==> src/rtl/bacu_pkg.sv <==
// Shared constants and types for the byte add-with-carry unit
package bacu_pkg;

  localparam int DATA_W = 8;
  localparam int BANK_W = 2;
  localparam int RSEL_W = 3;
  localparam int RF_AW = BANK_W + RSEL_W;
  localparam int RF_DEPTH = 32;
  localparam int LEN_W = 2;

  // Opcode patterns
  localparam logic [4:0] OP_ADD_REG_PFX = 5'h05;
  localparam logic [6:0] OP_ADD_IND_PFX = 7'h13;
  localparam logic [7:0] OP_ADD_DIR = 8'h25;
  localparam logic [7:0] OP_ADD_IMM = 8'h24;
  localparam logic [4:0] OP_ADD_WITH_CARRY_OP_REG_PFX = 5'h07;
  localparam logic [6:0] OP_ADD_WITH_CARRY_OP_IND_PFX = 7'h1B;
  localparam logic [7:0] OP_ADD_WITH_CARRY_OP_DIR = 8'h35;
  localparam logic [7:0] OP_ADD_WITH_CARRY_OP_IMM = 8'h34;

  // Instruction lengths in bytes
  localparam logic [LEN_W-1:0] LEN_ONE = 2'h1;
  localparam logic [LEN_W-1:0] LEN_TWO = 2'h2;
  localparam logic [LEN_W-1:0] LEN_NONE = 2'h0;

  // Reset values
  localparam logic [DATA_W-1:0] ACC_RESET = 8'h00;
  localparam logic FLAG_RESET = 1'b0;

  // Indirect pointer lives in working register 0 or 1
  localparam logic [1:0] PTR_REG_HI = 2'h0;

  // Flag and sum bit positions
  localparam int SUM_W = 11;
  localparam int POS_CY = 10;
  localparam int POS_AC = 9;
  localparam int POS_OV = 8;
  localparam int NIB_W = 4;

  typedef enum logic [2:0] {
    BACU_IDLE = 3'h0,
    BACU_REG = 3'h1,
    BACU_ADDR = 3'h3,
    BACU_DATA = 3'h2,
    BACU_EXEC = 3'h6
  } bacu_state_e;

  typedef enum logic [2:0] {
    BACU_SRC_NONE = 3'h0,
    BACU_SRC_REG = 3'h1,
    BACU_SRC_DIR = 3'h2,
    BACU_SRC_IND = 3'h3,
    BACU_SRC_IMM = 3'h4
  } bacu_src_e;

endpackage : bacu_pkg

==> src/rtl/bacu_regfile.sv <==
// Working register banks with a registered read port
`timescale 1ns/100ps
`default_nettype none

module bacu_regfile #(
  parameter int WIDTH = 8,
  parameter int DEPTH = 32,
  parameter int AW = 5
) (
  // Clock and reset
  input wire logic ref_clk,
  input wire logic resetn,
  // Write port
  input wire logic wr_en,
  input wire logic [AW-1:0] wr_addr,
  input wire logic [WIDTH-1:0] wr_data,
  // Read port
  input wire logic [AW-1:0] rd_addr,
  output logic [WIDTH-1:0] rd_data
);

  logic [WIDTH-1:0] mem [DEPTH];
  logic [WIDTH-1:0] rd_data_reg;
  logic [WIDTH-1:0] rd_data_next;

  always_comb begin
    rd_data_next = mem[rd_addr];
  end

  // Storage has no reset, as in a real RAM; only the read register has one
  always_ff @(posedge ref_clk) begin
    if (wr_en) begin
      mem[wr_addr] <= wr_data;
    end
  end

  always_ff @(posedge ref_clk) begin
    if (!resetn) begin
      rd_data_reg <= '0;
    end else begin
      rd_data_reg <= rd_data_next;
    end
  end

  assign rd_data = rd_data_reg;

endmodule : bacu_regfile

`default_nettype wire

==> src/rtl/bacu_unit.sv <==
// Decode and execute of the 8-bit add and add-with-carry instructions
`timescale 1ns/100ps
`default_nettype none

module bacu_unit
  import bacu_pkg::*;
#(
  parameter int DW = DATA_W
) (
  // Clock and reset
  input wire logic ref_clk,
  input wire logic resetn,
  // Instruction issue
  input wire logic instr_valid,
  output logic instr_ready,
  input wire logic [DATA_W-1:0] opcode_in,
  input wire logic [DATA_W-1:0] operand_in,
  // Completion
  output logic instr_done,
  output logic instr_illegal,
  output logic [LEN_W-1:0] instr_len,
  // Working registers
  input wire logic [BANK_W-1:0] bank_sel,
  input wire logic rf_wr_en,
  input wire logic [RF_AW-1:0] rf_wr_addr,
  input wire logic [DATA_W-1:0] rf_wr_data,
  // Internal RAM read
  output logic ram_rd,
  output logic [DATA_W-1:0] ram_addr,
  input wire logic [DATA_W-1:0] ram_rdata,
  // Accumulator and flags load from the core
  input wire logic acc_wr_en,
  input wire logic [DATA_W-1:0] acc_wr_data,
  input wire logic flag_wr_en,
  input wire logic carry_in,
  input wire logic half_carry_in,
  input wire logic overflow_in,
  // Accumulator and flags
  output logic [DATA_W-1:0] acc,
  output logic carry_flag,
  output logic half_carry_flag,
  output logic signed_overflow_flag
);

  ////////////////////////////////////////////////////////////////////////////
  // Decode and arithmetic helpers

  function automatic bacu_src_e decode_src(input logic [DATA_W-1:0] op);
    bacu_src_e m;
    m = BACU_SRC_NONE;
    if (op[7:3] == OP_ADD_REG_PFX || op[7:3] == OP_ADD_WITH_CARRY_OP_REG_PFX) begin
      m = BACU_SRC_REG;
    end else if (op[7:1] == OP_ADD_IND_PFX || op[7:1] == OP_ADD_WITH_CARRY_OP_IND_PFX) begin
      m = BACU_SRC_IND;
    end else if (op == OP_ADD_DIR || op == OP_ADD_WITH_CARRY_OP_DIR) begin
      m = BACU_SRC_DIR;
    end else if (op == OP_ADD_IMM || op == OP_ADD_WITH_CARRY_OP_IMM) begin
      m = BACU_SRC_IMM;
    end
    return m;
  endfunction : decode_src

  function automatic logic decode_with_carry(input logic [DATA_W-1:0] op);
    return (op[7:3] == OP_ADD_WITH_CARRY_OP_REG_PFX) || (op[7:1] == OP_ADD_WITH_CARRY_OP_IND_PFX) ||
           (op == OP_ADD_WITH_CARRY_OP_DIR) || (op == OP_ADD_WITH_CARRY_OP_IMM);
  endfunction : decode_with_carry

  // Returns {carry, half carry, overflow, sum}
  function automatic logic [SUM_W-1:0] add8(input logic [DATA_W-1:0] a,
                                             input logic [DATA_W-1:0] b,
                                             input logic c);
    logic [NIB_W:0] nib;
    logic [DATA_W-1:0] low7;
    logic [DATA_W:0] full;
    nib = {1'b0, a[NIB_W-1:0]} + {1'b0, b[NIB_W-1:0]} + {{NIB_W{1'b0}}, c};
    low7 = {1'b0, a[DATA_W-2:0]} + {1'b0, b[DATA_W-2:0]} +
           {{(DATA_W-1){1'b0}}, c};
    full = {1'b0, a} + {1'b0, b} + {{DATA_W{1'b0}}, c};
    return {full[DATA_W], nib[NIB_W], low7[DATA_W-1] ^ full[DATA_W],
            full[DATA_W-1:0]};
  endfunction : add8

  ////////////////////////////////////////////////////////////////////////////
  // State

  bacu_state_e state_reg, state_next;
  bacu_src_e src_mode;
  logic with_carry_reg, with_carry_next;
  logic [DATA_W-1:0] src_reg, src_next;
  logic [DATA_W-1:0] ram_addr_reg, ram_addr_next;
  logic ram_rd_reg, ram_rd_next;
  logic [DATA_W-1:0] acc_reg, acc_next;
  logic carry_reg, carry_next;
  logic half_carry_reg, half_carry_next;
  logic overflow_reg, overflow_next;
  logic done_reg, done_next;
  logic illegal_reg, illegal_next;
  logic [LEN_W-1:0] len_reg, len_next;
  logic [LEN_W-1:0] len_hold_reg, len_hold_next;
  // Opcode is held so the register state knows which path it is on
  logic [DATA_W-1:0] opcode_hold_reg, opcode_hold_next;
  logic [RF_AW-1:0] rf_rd_addr;
  logic [DATA_W-1:0] rf_rd_data;
  logic [SUM_W-1:0] result;
  logic accept;

  assign instr_ready = (state_reg == BACU_IDLE);
  assign accept = instr_valid && instr_ready;
  assign src_mode = decode_src(opcode_in);

  // The register read is issued while the opcode is offered, so the data
  // is back when the sequencer reaches the register state
  always_comb begin
    if (src_mode == BACU_SRC_IND) begin
      rf_rd_addr = {bank_sel, PTR_REG_HI, opcode_in[0]};
    end else begin
      rf_rd_addr = {bank_sel, opcode_in[RSEL_W-1:0]};
    end
  end

  bacu_regfile #(
    .WIDTH(DATA_W),
    .DEPTH(RF_DEPTH),
    .AW(RF_AW)
  ) u_regfile (
    .ref_clk(ref_clk),
    .resetn(resetn),
    .wr_en(rf_wr_en),
    .wr_addr(rf_wr_addr),
    .wr_data(rf_wr_data),
    .rd_addr(rf_rd_addr),
    .rd_data(rf_rd_data)
  );

  ////////////////////////////////////////////////////////////////////////////
  // Sequencer: one pass per instruction

  assign result = add8(acc_reg, src_reg, with_carry_reg & carry_reg);

  always_comb begin
    state_next = state_reg;
    with_carry_next = with_carry_reg;
    src_next = src_reg;
    ram_addr_next = ram_addr_reg;
    ram_rd_next = 1'b0;
    done_next = 1'b0;
    illegal_next = 1'b0;
    len_next = len_reg;
    len_hold_next = len_hold_reg;
    case (state_reg)
      BACU_IDLE: begin
        if (accept) begin
          with_carry_next = decode_with_carry(opcode_in);
          case (src_mode)
            BACU_SRC_REG: begin
              len_hold_next = LEN_ONE;
              state_next = BACU_REG;
            end
            BACU_SRC_IND: begin
              len_hold_next = LEN_ONE;
              state_next = BACU_REG;
            end
            BACU_SRC_DIR: begin
              len_hold_next = LEN_TWO;
              ram_addr_next = operand_in;
              ram_rd_next = 1'b1;
              state_next = BACU_ADDR;
            end
            BACU_SRC_IMM: begin
              len_hold_next = LEN_TWO;
              src_next = operand_in;
              state_next = BACU_EXEC;
            end
            default: begin
              // Foreign opcodes belong to other units: flag, touch nothing
              illegal_next = 1'b1;
              len_next = LEN_NONE;
            end
          endcase
        end
      end
      BACU_REG: begin
        if (decode_src(opcode_hold_reg) == BACU_SRC_IND) begin
          ram_addr_next = rf_rd_data;
          ram_rd_next = 1'b1;
          state_next = BACU_ADDR;
        end else begin
          src_next = rf_rd_data;
          state_next = BACU_EXEC;
        end
      end
      BACU_ADDR: begin
        state_next = BACU_DATA;
      end
      BACU_DATA: begin
        src_next = ram_rdata;
        state_next = BACU_EXEC;
      end
      BACU_EXEC: begin
        done_next = 1'b1;
        len_next = len_hold_reg;
        state_next = BACU_IDLE;
      end
      default: begin
        state_next = BACU_IDLE;
      end
    endcase
  end

  always_comb begin
    opcode_hold_next = accept ? opcode_in : opcode_hold_reg;
  end

  ////////////////////////////////////////////////////////////////////////////
  // Accumulator and flags

  // The instruction result wins over a core load in the same cycle, so a
  // finished add is never lost behind a stale write
  always_comb begin
    acc_next = acc_reg;
    carry_next = carry_reg;
    half_carry_next = half_carry_reg;
    overflow_next = overflow_reg;
    if (state_reg == BACU_EXEC) begin
      acc_next = result[DATA_W-1:0];
      carry_next = result[POS_CY];
      half_carry_next = result[POS_AC];
      overflow_next = result[POS_OV];
    end else begin
      if (acc_wr_en) begin
        acc_next = acc_wr_data;
      end
      if (flag_wr_en) begin
        carry_next = carry_in;
        half_carry_next = half_carry_in;
        overflow_next = overflow_in;
      end
    end
  end

  always_ff @(posedge ref_clk) begin
    if (!resetn) begin
      state_reg <= BACU_IDLE;
      with_carry_reg <= 1'b0;
      src_reg <= '0;
      ram_addr_reg <= '0;
      ram_rd_reg <= 1'b0;
      done_reg <= 1'b0;
      illegal_reg <= 1'b0;
      len_reg <= LEN_NONE;
      len_hold_reg <= LEN_NONE;
      opcode_hold_reg <= '0;
      acc_reg <= ACC_RESET;
      carry_reg <= FLAG_RESET;
      half_carry_reg <= FLAG_RESET;
      overflow_reg <= FLAG_RESET;
    end else begin
      state_reg <= state_next;
      with_carry_reg <= with_carry_next;
      src_reg <= src_next;
      ram_addr_reg <= ram_addr_next;
      ram_rd_reg <= ram_rd_next;
      done_reg <= done_next;
      illegal_reg <= illegal_next;
      len_reg <= len_next;
      len_hold_reg <= len_hold_next;
      opcode_hold_reg <= opcode_hold_next;
      acc_reg <= acc_next;
      carry_reg <= carry_next;
      half_carry_reg <= half_carry_next;
      overflow_reg <= overflow_next;
    end
  end

  assign ram_rd = ram_rd_reg;
  assign ram_addr = ram_addr_reg;
  assign instr_done = done_reg;
  assign instr_illegal = illegal_reg;
  assign instr_len = len_reg;
  assign acc = acc_reg;
  assign carry_flag = carry_reg;
  assign half_carry_flag = half_carry_reg;
  assign signed_overflow_flag = overflow_reg;

endmodule : bacu_unit

`default_nettype wire

==> config.mk <==
export PLATFORM = sky130hd
export DESIGN_NAME = bacu_unit
export DESIGN_NICKNAME = d
export VERILOG_FILES = /design/src/rtl/bacu_pkg.sv /design/src/rtl/bacu_regfile.sv /design/src/rtl/bacu_unit.sv
export SDC_FILE = /design/constraint.sdc
export NUM_CORES = 1
export LEC_CHECK = 0
export ABC_AREA = 1
export BUFFER_PORTS_ARGS = -buffer_cell sky130_fd_sc_hd__buf_2
export CAP_MARGIN = 0
export CORE_ASPECT_RATIO = 0.7
export CORE_MARGIN = 4
export CORE_UTILIZATION = 45
export DETAILED_ROUTE_END_ITERATION = 8
export PLACE_DENSITY = 0.67
export REMOVE_ABC_BUFFERS = 1
export SETUP_SLACK_MARGIN = 0.3
export SYNTH_ARGS = -nofsm -noshare
export SYNTH_HDL_FRONTEND = slang
export SYNTH_SLANG_ARGS = --single-unit
==> constraint.sdc <==
create_clock -name ref_clk -period 2.6 [get_ports ref_clk]
set_clock_uncertainty 0.05 [all_clocks]
set_input_delay 0.13 -clock ref_clk [delete_from_list [all_inputs] [get_ports ref_clk]]
set_output_delay 0.13 -clock ref_clk [all_outputs]
set_load 0.03 [all_outputs]
# After elaboration in Yosys (flattened, before gate mapping)
# Memory sizes are Yosys's and may differ from the RTL's. A register that Yosys moved wholly into a read port is not among the register bits.
# Index checks and enable logic that the tools add are counted.
# W data, S select, Z words.
# word_totals
register_bits,46
latchBits,0
ramBits,256
rom_bits,0
out_inout_bits,25
word_cells,127
n_memories,1
# op_classes
add_sub_neg,6
n_mul,0
div_mod_pow,0
n_lt_le_gt_ge,0
n_eq_ne,32
shifts,0
n_mux,42
bitwise_logic,2
reduce_logical,30
# mem_list
memory,depth,word_bits,rd,rd_clocked_by_memory_dff,wr,line,rtl
u_regfile.mem,32,8,1,1,1,bacu_regfile.sv:22,logic [WIDTH-1:0] mem [DEPTH];
# ops
cell,n
$eq A8 B6 Y1 const B,8
$mux W8,8
$mux W3,12
$eq A7 B5 Y1 const B,4
$pmux W8 S3,1
$eq A5 B3 Y1 const B,4
$pmux W8 S2,1
$eq A3 B2 Y1 const B,5
$mux W1,13
$pmux W3 S4,1
$logic_or A1 B1 Y1,11
$reduce_bool A2 Y1,5
$add A8 B8 Y9,1
$add A9 B1 Y9,1
$pmux W3 S3,1
$reduce_and A3 Y1,3
$add A7 B7 Y8,1
$add A8 B1 Y8,1
$pmux W2 S2,2
$reduce_and A4 Y1,2
$eq A3 B1 Y1 const B,2
$eq A3 B3 Y1 const B,2
$ne A2 B1 Y1 const B,3
$ne A2 B2 Y1 const B,3
14 further kinds,17

# Longest topological paths before layout
# depth
depth_word,11
mapped_depth,11
mapped_depth_nobuf,10

# Hierarchy
# A second synthesis with hierarchy kept.
# hier_totals
cells_unflattened,1311
area_unflattened_um2,13195.2
# modules_own_cells
module,instances,cells_each,area_per_inst_um2
bacu_regfile,1,931,10705.3
bacu_unit,1,380,2489.9

# Worst setup path after synthesis
# Ideal clock, no wire load.
# synth_path
path_kind,flip-flop to flip-flop
start,"reg acc_reg[0], in the netlist acc[0]"
end,"reg overflow_reg, in the netlist signed_overflow_flag"
setup_time_ns,0.071
t_arrival_ns,2.291
required_ns,2.479
slack_ns,0.188
stages_incl_launch_ff,11
n_path_buf,0
period_less_slack_ns,2.412
cell_sequence,dfxtp_1 > inv_1 > fa_1 > fa_1 > o21ai_0 > nand4_1 > nand2_1 > nand2_1 > nand3_1 > nand2_1 > a21oi_1
# synth_via
elab_chain_len,4
# synth_lines
element,line,rtl
start: declaration,bacu_unit.sv:92,"logic [DATA_W-1:0] acc_reg, acc_next;"
start signal: assignment,bacu_unit.sv:268,acc_reg <= acc_next;
$add A8 B8 Y9 / $add A7 B7 Y8 (equally long branches),"bacu_unit.sv:78, bacu_unit.sv:76",
$add A9 B1 Y9 / $add A8 B1 Y8 (equally long branches),"bacu_unit.sv:78, bacu_unit.sv:76",
$xor A1 B1 Y1 (*),bacu_unit.sv:79,"return {full[DATA_W], nib[NIB_W], low7[DATA_W-1] ^ full[DATA_W],"
$mux W1 (*),bacu_unit.sv:224,if (state_reg == BACU_EXEC) begin
end signal: assignment,bacu_unit.sv:271,overflow_reg <= overflow_next;
end: declaration,bacu_unit.sv:95,"logic overflow_reg, overflow_next;"
# Mark *: on every way between the ends. The rest lies on a longest branch, timed or not.
# A chain may end at the register's enable or synchronous reset.

# Final worst setup path
# layout_path
start,reg with_carry_reg
end,"reg acc_reg[5], in the netlist acc[5]"
# layout_via
elab_chain_len,3
# layout_lines
element,line,rtl
start: declaration,bacu_unit.sv:88,"logic with_carry_reg, with_carry_next;"
start signal: assignment,bacu_unit.sv:259,with_carry_reg <= with_carry_next;
$and A1 B1 Y1,bacu_unit.sv:138,"assign result = add8(acc_reg, src_reg, with_carry_reg & carry_reg);"
$add A9 B1 Y9,bacu_unit.sv:78,"full = {1'b0, a} + {1'b0, b} + {{DATA_W{1'b0}}, c};"
$mux W8,bacu_unit.sv:224,
# Every way passes these cells.

==> flow_summary.yaml <==
sta:
  hold_viol: 0
  slew_viol_final: 0
  min_period_ns: 2.19
  slew_headroom_pct: 50.7
  timing.hold.ws_ns: 0.0925
  fin_setup_tns_ns: 0
  tightest_slew_ns: 0.737
  finalCritPeriodShare_pct: 84.3
  rsz0062_at_grt: "no"
  finalSetupViolCount: 0
  fmax_mhz: 456
synth:
  syn-cell-area_um2: 13400
  synth.most_common_cell: "edfxtp_1"
  yosysTopAreaCell: "edfxtp_1"
  ys.flop_type: "edfxtp_1"
  ys_ff_latch: 308
  synth_area_per_cell_um2: 11.0
  synth-async-reset-ratio_pct: 0
  syn_inst: 1212
  ys_types: 41
  ys_seq_area_share_pct: 65.4
  ys.warnings.count: 0
  synth_edf_count: 256
  synth_commonest_cells: "edfxtp_1 (256), nand2_1 (220), nand3_1 (201)"
  synth_top_cell_area_share_pct: 57.6
  synthTopCellsByArea: "edfxtp_1 (58%), dfxtp_1 (7.8%), nand3_1 (7.5%)"
setup_path:
  r2r_start: "with_carry_reg"
  arrival_ns: 2.65
  worst_ep_required_time_ns: 3.06
  r2r_slack_ns: 0.41
  critical_path_class: "flop to flop"
  rr_endpoint: "acc[5]"
  start_kind: "flop"
  setup.worst_path.end_class: "flop"
  crit_fanout: 3
  reg2regPathDepth: 8
route:
  vias_per_cell: 5.51
  dr.pass1.iters: 5
  wire_per_inst_um: 19.7
  vias: 9703
  route.detailed.drc: 0
  drtAntennaViolNets: 0
  wirelength_mm: 34.7
  dr.first_iter.drc_count: 927
cts:
  clk_pin_slew_ns: 0.06
  cts_buffers: 30
  max-clock-path-buffers: 3
  cts_sinks: 308
  root_buffer: "clkbuf_16"
  clock_latency_ns: 0.58
  cts_max_level: 1
  tritoncts: "built"
  cts_setup_buffers: 0
global_route:
  grt_pass1_wl_mm: 53.9
  globalRouteTotalUtil_pct: 21.1
  grt_max_degree: 65
  overflow: 0
  grt_pass1_vias: 9273
  antenna_found_initial: 0
finish:
  largest_register_ffs: 256
  nFillCells: 2450
  stdcell_area_um2: 15800
  diodes: 0
  area_delta_synth_final_pct: 18.5
  regMostFlops: "u_regfile.mem"
  nets: 1425
  layout-drive-gt1-share_pct: 14.9
floorplan:
  rows: 52
  die_h_um: 152
  dieArea_um2: 32500
  initial_core_util_pct: 45.9
  dieWidth_um: 214
  core_area_um2: 29100
  pin_count: 81
power_and_ir_drop:
  ir_drop_uv: 462
  pwr_density_cell_nw_per_um2: 681
  leakagePower_nw: 6.23
  total_power_mw: 10.8
status:
  status: "complete, no violations"
placed_design:
  post_dp_cell_area_um2: 14300
  hpwl_mm: 21.5
  io_buffers: 80
  gp_congestion: 0.861
run:
  cap_violations: 0
min_path:
  min_path_cells: 1
  holdPathEnd: "u_regfile.mem[12][2]"
  hp-class: "input pin to flop"
  worstHoldStart: "rf_wr_data[2]"
==> critical path: stages, from the launching register on <==
cell	delay [ns]
dfxtp_1	0.38
nand2_2	0.12
fa_2	0.39
o21ai_0	0.47
a21oi_1	0.17
or2_2	0.31
nand3_1	0.08
nand2_1	0.05
a21oi_1	0.12
==> cells in the final DEF (no fill, tap or decap), types with 3 or more instances in the layout <==
master	n
nand2_1	219
clkbuf_1	5
nor2_2	3
inv_1	79
o211ai_1	8
a21boi_0	26
nand3_2	4
buf_12	3
dfxtp_1	52
nor3_1	6
and2_0	8
clkbuf_16	30
dlygate4sd3_1	54
a21oi_1	52
edfxtp_1	256
mux2i_1	48
clkinv_2	7
buf_2	79
buf_4	45
bufinv_16	4
nor2_1	66
ha_1	7
clkinv_1	4
or2_2	9
o21ai_0	58
nand2_2	5
nand4_1	12
nand3_1	201
inv_2	5
==> how the worst max path moves through the flow <==
stage	startpoint	end	slack (ns)	cells past startpoint
2_1_floorplan	acc[0]	signed_overflow_flag	0.15	9
3_3_place_gp	carry_flag	signed_overflow_flag	0.32	10
3_5_place_dp	with_carry_reg	signed_overflow_flag	0.28	10
4_1_cts	with_carry_reg	signed_overflow_flag	0.32	10
5_1_grt	with_carry_reg	signed_overflow_flag	0.31	10
6_report	with_carry_reg	acc[5]	0.41	8
==> cell families after synthesis <==
kind of cell / Yosys count / synth area share (%)
AOI/OAI and AO/OA: 154 / 6.55
xor gates and xnor gates: 3 / 0.197
adders and majority gates: 9 / 0.956
buffers and inverters: 149 / 5.02
DFF: 308 / 65.4
muxes: 48 / 3.60
and+or+nand+nor: 541 / 18.3
==> layer usage <==
| metal | global-route usage (%) | part of all wire, % | up-vias |
|---|---|---|---|
| met5 | 0 | 0 | - |
| met4 | 4.05 | 1.8 | 0 |
| met3 | 4.18 | 8.1 | 58 |
| met2 | 30.2 | 43 | 371 |
| met1 | 33.8 | 47 | 4703 |
| li1 | - | - | 4571 |
==> final cells by class <==
cell class                      instances  area [µm²]  share of cell area (%)
Clock buffer                           37         797                    5.04
Timing Repair Buffer                  181        1330                    8.43
Multi-Input combinational cell        755        3960                    25.0
Inverter                               84         315                    1.99
Sequential cell                       308        8730                    55.2
Tap cell                              378         473                    2.99
Clock inverter                         19         210                    1.33
==> power by group <==
part | total, mW | internal (mW) | switching [mW]
Clock | 4.45 | 2.58 | 1.88
Sequential | 5.45 | 5.42 | 0.0285
Combinational | 0.861 | 0.296 | 0.565
==> through the flow <==
stage / utilization (%) / cells / worst slack [ns]
finish: 54.4 / 1762 / 0.408
global route: 54.4 / 1762 / 0.307
CTS: 54.4 / 1762 / 0.325
detailed placement: 49.0 / 1652 / 0.276
global placement: 49.0 / 1652 / 0.315
floorplan: - / 1147 / 0.148
==> repair_timing <==
action                                  CTS  global route
endpoints found under the setup margin    4             7
pin swaps                                 0             1
resized for setup                         1             3
gates cloned                              0             0
hold buffers                             54             0
endpoints found under the hold margin    47             0
Power figures use the tool's default switching activity.
